[src/rtl/tma_defines.svh]
// Offsets, field positions, reset values and codes for the transmit address block
`ifndef TMA_DEFINES_SVH
`define TMA_DEFINES_SVH

// ----------------------------------------
// Register offsets
// ----------------------------------------
`define TMA_ADDR_WIDTH 16
`define TMA_OFF_ADDR_VALUE 16'h0593
`define TMA_OFF_CHAN_SELECT 16'h0597

// ----------------------------------------
// Field layout and values
// ----------------------------------------
`define TMA_FIELD_MSB 4
`define TMA_FIELD_WIDTH 5
`define TMA_NULL_ADDR 5'h1f
`define TMA_ADDR_RESET 5'h1f
`define TMA_CHAN_RESET 5'h00
`define TMA_CHANNELS 4

`endif

[src/rtl/tma_pkg.sv]
// Types shared by the transmit address block
package tma_pkg;

	// Microprocessor access bundle
	typedef struct packed {
		logic [15:0] addr;
		logic [7:0] wdata;
		logic wr;
		logic rd;
	} tma_cpu_req_t;

	// Polling state: idle or driving the cell-available line
	typedef enum logic [1:0] {
		TMA_IDLE = 2'b01,
		TMA_DRIVE = 2'b10
	} tma_poll_t;

endpackage : tma_pkg

[src/rtl/tma_tx_addr_assign.sv]
// Transmit multi-PHY address assignment registers and poll responder
`timescale 1ns/1ps
`include "tma_defines.svh"

module tma_tx_addr_assign
	import tma_pkg::*;
#(
	parameter int NUM_CHANNELS = `TMA_CHANNELS
)
(
	// Clock and reset
	input wire logic i_mclk,
	input wire logic i_rst_n,
	// Microprocessor register access, on i_mclk
	input wire tma_cpu_req_t i_cpu,
	output logic [7:0] o_rdata,
	// Mode and per-channel fill state, on i_mclk
	input wire logic i_multi_phy,
	input wire logic [NUM_CHANNELS-1:0] i_chan_space,
	// Cell-interface poll pins, sampled through two flops
	input wire logic [4:0] i_tx_cell_if_addr_bus,
	output logic o_tx_cell_available,
	output logic o_tx_cell_available_oe
);

	// ----------------------------------------
	// Elaboration checks
	// ----------------------------------------
	// Pointer field is five bits wide, so at most 32 channels
	if (NUM_CHANNELS < 1 || NUM_CHANNELS > 32)
	begin : g_bad_channels
		$error("NUM_CHANNELS out of range");
	end

	// ----------------------------------------
	// Reset synchroniser
	// ----------------------------------------
	logic rst_meta_n; // First stage, read only by the second
	logic rst_n; // Released copy used by the rest

	// Assert at once, release after two edges
	always_ff @(posedge i_mclk or negedge i_rst_n)
	begin
		if (!i_rst_n)
		begin
			rst_meta_n <= 1'b0;
			rst_n <= 1'b0;
		end
		else
		begin
			rst_meta_n <= 1'b1;
			rst_n <= rst_meta_n;
		end
	end

	// ----------------------------------------
	// Register file
	// ----------------------------------------
	// Index bits that reach every channel; the pointer's upper bits are
	// covered by the range test, so the narrow index never aliases
	localparam int IDX_W = (NUM_CHANNELS > 1) ? $clog2(NUM_CHANNELS) : 1;

	logic [4:0] tx_addr_channel_field; // Assignment pointer
	logic [4:0] chan_addr [NUM_CHANNELS]; // Bound addresses
	logic wr_sel; // Write hits channel-select
	logic wr_addr; // Write hits address value
	logic ptr_ok; // Pointer names an existing channel

	assign wr_sel = i_cpu.wr && (i_cpu.addr == `TMA_OFF_CHAN_SELECT);
	assign wr_addr = i_cpu.wr && (i_cpu.addr == `TMA_OFF_ADDR_VALUE);
	assign ptr_ok = (32'(tx_addr_channel_field) < NUM_CHANNELS);

	// Pointer follows channel-select writes
	always_ff @(posedge i_mclk or negedge rst_n)
	begin
		if (!rst_n)
			tx_addr_channel_field <= `TMA_CHAN_RESET;
		else if (wr_sel)
			tx_addr_channel_field <= i_cpu.wdata[`TMA_FIELD_MSB:0];
	end

	// Per-channel address store; reset to null so nothing answers early.
	// Only transmit bindings live here, receive addresses are elsewhere.
	for (genvar c = 0; c < NUM_CHANNELS; c++)
	begin : g_chan
		always_ff @(posedge i_mclk or negedge rst_n)
		begin
			if (!rst_n)
				chan_addr[c] <= `TMA_ADDR_RESET;
			else if (wr_addr && tx_addr_channel_field == 5'(c))
				chan_addr[c] <= i_cpu.wdata[`TMA_FIELD_MSB:0];
		end
	end

	// Read data registered; upper bits always zero
	always_ff @(posedge i_mclk or negedge rst_n)
	begin
		if (!rst_n)
			o_rdata <= 8'h00;
		else if (i_cpu.rd)
		begin
			case (i_cpu.addr)
				`TMA_OFF_CHAN_SELECT:
					o_rdata <= {3'h0, tx_addr_channel_field};
				`TMA_OFF_ADDR_VALUE:
					// Out-of-range pointer reads back the null address
					o_rdata <= {3'h0, ptr_ok ? chan_addr[tx_addr_channel_field[IDX_W-1:0]]
						: `TMA_NULL_ADDR};
				default:
					o_rdata <= 8'h00;
			endcase
		end
	end

	// ----------------------------------------
	// Poll responder
	// ----------------------------------------
	logic [4:0] poll_meta; // First stage only
	logic [4:0] poll_addr; // Synchronised address bus
	logic [NUM_CHANNELS-1:0] hit; // Per-channel match
	tma_poll_t poll_state;

	// Two-flop sampling of the external address bus
	always_ff @(posedge i_mclk or negedge rst_n)
	begin
		if (!rst_n)
		begin
			poll_meta <= `TMA_NULL_ADDR;
			poll_addr <= `TMA_NULL_ADDR;
		end
		else
		begin
			poll_meta <= i_tx_cell_if_addr_bus;
			poll_addr <= poll_meta;
		end
	end

	// Compare against each binding; null never matches
	for (genvar c = 0; c < NUM_CHANNELS; c++)
	begin : g_hit
		assign hit[c] = (poll_addr == chan_addr[c]) && (poll_addr != `TMA_NULL_ADDR);
	end

	// Drive state and level; the line is enabled only by a match in multi-PHY mode
	always_ff @(posedge i_mclk or negedge rst_n)
	begin
		if (!rst_n)
		begin
			poll_state <= TMA_IDLE;
			o_tx_cell_available <= 1'b0;
		end
		else
		begin
			case (poll_state)
				TMA_IDLE, TMA_DRIVE:
				begin
					if (i_multi_phy && |hit)
						poll_state <= TMA_DRIVE;
					else
						poll_state <= TMA_IDLE;
					o_tx_cell_available <= |(hit & i_chan_space);
				end
				default:
					poll_state <= TMA_IDLE;
			endcase
		end
	end

	assign o_tx_cell_available_oe = (poll_state == TMA_DRIVE);
endmodule : tma_tx_addr_assign

[config.mk]
export PLATFORM = sky130hd
export DESIGN_NAME = tma_tx_addr_assign
export DESIGN_NICKNAME = d
export VERILOG_FILES = /design/src/rtl/tma_pkg.sv /design/src/rtl/tma_tx_addr_assign.sv
export VERILOG_INCLUDE_DIRS = /design/src /design/src/rtl
export SDC_FILE = /design/constraint.sdc
export NUM_CORES = 1
export LEC_CHECK = 0
export BUFFER_PORTS_ARGS = -buffer_cell sky130_fd_sc_hd__clkbuf_2
export CORE_ASPECT_RATIO = 0.5
export CORE_UTILIZATION = 54
export DETAILED_ROUTE_END_ITERATION = 8
export GPL_ROUTABILITY_DRIVEN = 0
export GPL_TIMING_DRIVEN = 0
export PLACE_DENSITY = 0.87
export SETUP_SLACK_MARGIN = 0.4
export SLEW_MARGIN = 25
export SYNTH_ARGS = -nofsm -noshare
export SYNTH_HDL_FRONTEND = slang
export SYNTH_SLANG_ARGS = --single-unit
[constraint.sdc]
create_clock -name i_mclk -period 1.7 [get_ports i_mclk]
set_clock_uncertainty 0.2 [all_clocks]
set_input_delay 0.17 -clock i_mclk [delete_from_list [all_inputs] [get_ports i_mclk]]
set_output_delay 0.17 -clock i_mclk [all_outputs]
set_load 0.1 [all_outputs]
After elaboration in Yosys (flattened, before gate mapping)
Index checks and enable logic that the tools add are counted.
{ "totals": {"reg_bits": 48, "output_inout_bits": 10, "word_cells": 50} }
{ "op_classes": {"order_cmp": 2, "n_eq_ne": 12, "muxes": 7, "bitwise": 2, "n_reduce_logical": 15} }
{ "op_table": {"columns": ["cell", "count"], "rows": [
  ["16-bit by 11-bit == test with 1-bit output, second input constant", 2],
  ["5-bit == test", 4],
  ["5-bit two-way mux", 3],
  ["1-bit logical AND", 11],
  ["5-bit binary-select mux with 2-bit select", 1],
  ["5-bit by 2-bit == test with 1-bit output, second input constant", 2],
  ["5-bit case mux with 2 select lines", 1],
  ["4-bit OR reduction", 2],
  ["5-bit by 1-bit == test with 1-bit output, second input constant", 1],
  ["5-bit zero test", 1],
  ["5-bit by 3-bit less-than comparator with 1-bit output, second input constant", 1],
  ["5-bit != test, second input constant", 1],
  ["4-bit AND", 1],
  ["2-bit two-way mux", 2],
  ["3-bit greater-or-equal comparator, second input constant", 1],
  ["2-bit NOT with 3-bit output", 1],
  ["2-bit by 1-bit == test with 1-bit output, second input constant", 1],
  ["2-bit == test, second input constant", 1],
  ["2-bit OR reduction", 1]
]} }

Depth between registers and ports, before layout
{ "logic_depth": {"word_depth": 6, "ltp_mapped": 5, "ltp_nobuf": 4} }

Worst setup path before layout
OpenSTA, ideal clock, no wires.
{ "synth_timing": {"kind": "flip-flop to flip-flop", "startpoint": "register tx_addr_channel_field[4]", "endpoint": "register chan_addr[10] in the netlist's numbering", "t_arrival_ns": 1.524, "required_ns": 1.418, "path_slack_ns": -0.107, "stages_incl_launch_ff": 5, "path_cell_list": "dfrtp_1 -> nor3_4 -> nand4b_1 -> nor3b_4 -> mux2_2"} }
{ "synth_between": {"elab_chain_len": 2} }
{ "synth_lines": {"columns": ["item", "line", "rtl"], "rows": [
  ["start: declaration", "tma_tx_addr_assign.sv:63", "logic [4:0] tx_addr_channel_field;"],
  ["start signal: assignment", "tma_tx_addr_assign.sv:77", "tx_addr_channel_field <= `TMA_CHAN_RESET;"],
  ["start signal: assignment", "tma_tx_addr_assign.sv:79", "tx_addr_channel_field <= i_cpu.wdata[`TMA_FIELD_MSB:0];"],
  ["5-bit by 1-bit == test with 1-bit output", "tma_tx_addr_assign.sv:90", "else if (wr_addr && tx_addr_channel_field == 5'(c))"],
  ["1-bit logical AND", "tma_tx_addr_assign.sv:90", null],
  ["end signal: indexed assignment", "tma_tx_addr_assign.sv:89", "chan_addr[c] <= `TMA_ADDR_RESET;"],
  ["end signal: indexed assignment", "tma_tx_addr_assign.sv:91", "chan_addr[c] <= i_cpu.wdata[`TMA_FIELD_MSB:0];"],
  ["end: declaration", "tma_tx_addr_assign.sv:64", "logic [4:0] chan_addr [NUM_CHANNELS];"]
]} }
Every way passes these cells.
A chain may end at the register's enable or synchronous reset.

Worst setup path after layout
{ "layout_timing": {"startpoint": "register tx_addr_channel_field[4]", "endpoint": "register chan_addr[15] in the netlist's numbering"} }
{ "layout_between": {"elab_chain_len": 2} }
{ "layout_lines": {"columns": ["item", "line"], "rows": [
  ["5-bit zero test", "tma_tx_addr_assign.sv:90"],
  ["1-bit logical AND", "tma_tx_addr_assign.sv:90"]
]} }
Every way passes these cells.

==> run summary <==
share of the cycle needed by the critical path after routing: 120%
kind of start point of the critical path: flip-flop
number of cells traversed by the worst hold path: 2
biggest area consumer among synthesized cells: dfstp_2
post-synthesis compound-gate area fraction: 3.62%
clock tree root driver cell: clkbuf_8
# diodes: 0
number of max-cap violations: 0
main combinational cell family by area after synthesis: multiplexers
initial core utilization: 57.5%
total wire length after detailed routing: 6410 um
final worst hold slack: -0.00284 ns
number of buffer cells added on primary ports: 40
post-DR wirelength/cell: 20.3 um
clock insertion delay at the later pin of the skew report: 0.31 ns
result of the run: finished with violations
setup TNS: -5.87 ns
num ports: 48
leading post-synthesis cells by cell area: dfstp_2 (36%), dfrtp_1 (15%), mux2_2 (12%), xor2_1 (7.7%), mux4_2 (4.9%)
1st-iter DRT viols: 189
H-Tree Level Count: 2
register-to-register setup slack: -0.34 ns
Synth async-reset ratio: 100%
total area of sequential cells: 1170 um^2
total area of multi-input combinational cells: 1290 um^2
primary flip-flop cell chosen by synthesis mapping: dfstp_2
Die Outline Area: 4500 um^2
hold crit path type: input port to flip-flop
number of warnings issued by yosys: 0
area share of the largest cell type after synthesis: 35.7%
shortest clock period the worst path allows after layout: 2.04 ns
total number of vias: 1866
unrepaired setup endpoints after global routing: yes
leakage: 1.50 nW
number of clock sinks seen by CTS: 45
post-synthesis area per instance: 12.9 um^2
wire length of the first global-routing pass: 8700 um
total congestion overflow: 0
sum of internal, switching and leakage power: 0.00219 W
gr usage total: 27.2%
setup ws final: -0.337 ns
post-synthesis xor/xnor area fraction: 7.69%
required time of the critical path: 1.74 ns
max incr delay on CP: 0.44 ns
wire length on met3: 538 um
max-slew violation count: 0
most common cell in the synthesized netlist: dfstp_2
area growth from synthesis to final layout: 47.7%
Setup violations, final: 26
total core area: 3960 um^2
power density over the cells: 652 nW/um^2
slew at the pin closest to its max-slew limit: 0.549 ns
summed instance area of the synthesized netlist: 2280 um^2
distinct cell type count after synthesis: 34
Via-to-Cell Ratio: 5.92
simple-gate portion of the synthesized area: 16.4%
worst slew slack as a fraction of its limit: 63.4%
initial antenna violation count: 0
fmax: 491 MHz
maximum number of pins on one net before global-route repair: 44
Register-to-Register Path Depth: 5
maximum vdd ir drop: 0.000687 V
nature of the critical path endpoint: flip-flop
wire length on met1: 2660 um
via count of the first global-routing pass: 1685
Post-Synth Adder-Cell Area: 0.549%
mux cell area share after synthesis: 17.3%
maximum count of clock buffers along a single path: 2
critical-path cell list: nor3_4, nand3_1, nor3b_4, buf_4, mux2_2
share of final-layout standard cells stronger than drive strength 1: 65.9%
cell area after layout: 3360 um^2
die height: 47.9 um
#FFs+latches synth: 45
number of iterations in the first detailed-routing pass: 4
synthesized netlist cell count: 176
CTS tree: built
HPWL after detailed placement: 3330 um
post-synthesis sequential area ratio: 51.1%
Inserted Clock Buffers: 5
clock slew seen by the registers of the worst setup and hold paths: 0.10 ns
violated checks: hold timing, setup timing
Hold Vio Cnt, Final: 1
met2 routed WL: 3030 um
list of most frequent post-synthesis cells: dfstp_2 (31), mux2_2 (24), xor2_1 (20)
number of fill cells in the layout: 174
number of DRC violations after detailed routing: 0
nets@finish: 299
EDFF count, synth: 0
cell at the slowest stage of the critical path: dfrtp_1
data arrival time of the critical path: 2.07 ns
overall die width: 93.9 um
number of core rows: 16
dpl cell area: 2670 um^2
uppermost metal layer occupied by signal nets: met4
antenna viol nets, final: 0
Worst Path Max Fanout: 6
class of the most critical setup path: flip-flop to flip-flop
-- final timing paths --
path	startpoint	end
max	tx_addr_channel_field[4]$_DFFE_PN0P_	chan_addr[15]$_DFFE_PN1P_
min	i_cpu[5]	tx_addr_channel_field[3]$_DFFE_PN0P_
max reg2reg	tx_addr_channel_field[4]$_DFFE_PN0P_	chan_addr[15]$_DFFE_PN1P_
min reg2reg	rst_n$_DFF_PN0_	tx_addr_channel_field[4]$_DFFE_PN0P_
max in group asynchronous	i_rst_n	rst_n$_DFF_PN0_
min in group asynchronous	rst_n$_DFF_PN0_	tx_addr_channel_field[4]$_DFFE_PN0P_
-- layer usage --
metal  up-vias  GRT usage [%]
met5         -              0
met4         0           8.92
met3        22           6.83
met2       116           46.6
met1       938           35.4
li1        790              -
-- worst max-delay path, delay by kind of cell (launching register included) --
kind | cells | cell delay, ns
muxes | 1 | 0.36
DFF | 1 | 0.44
buffers and inverters | 1 | 0.17
and+or+nand+nor | 3 | 0.79
-- metrics by stage --
stage | hold slack, ns | instances | util, % | worst slack, ns
3_3_place_gp | -0.243 | 272 | 67.4 | -0.294
5_1_grt | 0.00770 | 315 | 84.9 | -0.366
6_report | -0.00284 | 315 | 84.9 | -0.337
4_1_cts | 0.00256 | 306 | 81.0 | -0.191
2_1_floorplan | -0.326 | 178 | - | -0.0846
3_5_place_dp | -0.240 | 272 | 67.4 | -0.341
-- cell type report --
| class | count | area share, % |
|---|---|---|
| buffer | 13 | 3.83 |
| inverter | 1 | 0.112 |
| timing repair buffer | 75 | 18.3 |
| tap | 54 | 2.01 |
| multi-input combinational | 119 | 38.3 |
| sequential | 45 | 34.7 |
| clock inverter | 3 | 0.669 |
| clock buffer | 5 | 2.05 |
-- report_power, final --
part           internal [W]  total (W)  leakage, nW  switching [W]
Sequential          0.00111    0.00115        0.504      0.0000368
Clock              0.000288   0.000679       0.0364       0.000391
Combinational      0.000151   0.000368        0.961       0.000217
Total               0.00155    0.00219         1.50       0.000645
-- timing repair --
action | CTS | global route
endpoints found under the setup margin | 36 | 49
resized for setup | 45 | 25
hold buffers | 15 | 0
endpoints found under the hold margin | 28 | 0
pin swaps | 13 | 25
buffers inserted | 11 | 9
-- registers in the layout (all words and copies together), names as in the netlist --
signal and flops:
rst_n 1, poll_addr 5, tx_addr_channel_field 5, chan_addr 20, o_tx_cell_available 1, o_rdata 5, poll_meta 5, rst_meta_n 1
poll_state 2
-- cells in the final DEF (no fill, tap or decap), types with 3 or more instances in the layout --
cell,n
clkbuf_2,32
dfstp_2,31
buf_4,18
mux2_4,17
dlygate4sd3_1,15
xor2_1,14
dfrtp_1,13
nand3_1,10
buf_8,9
mux2_2,8
buf_6,7
nor2_1,6
xor2_2,5
mux4_2,5
nand3b_1,5
a31oi_1,5
clkbuf_8,5
nor3_2,4
nor3b_4,4
conb_1,4
a41oi_2,3
clkinvlp_4,3
-- cell families (layout without fill, tap and decap cells) --
logic type | Yosys count | after routing
adder cells (fa/ha/maj) | 1 | 1
XOR/XNOR | 20 | 20
buffers and inverters | 14 | 97
AO/OA/AOI/OAI | 11 | 11
other | 2 | 4
flip-flops | 45 | 45
multiplexers | 30 | 30
AND/OR/NAND/NOR | 53 | 53
Note: power is estimated with default switching activity, not from simulation.
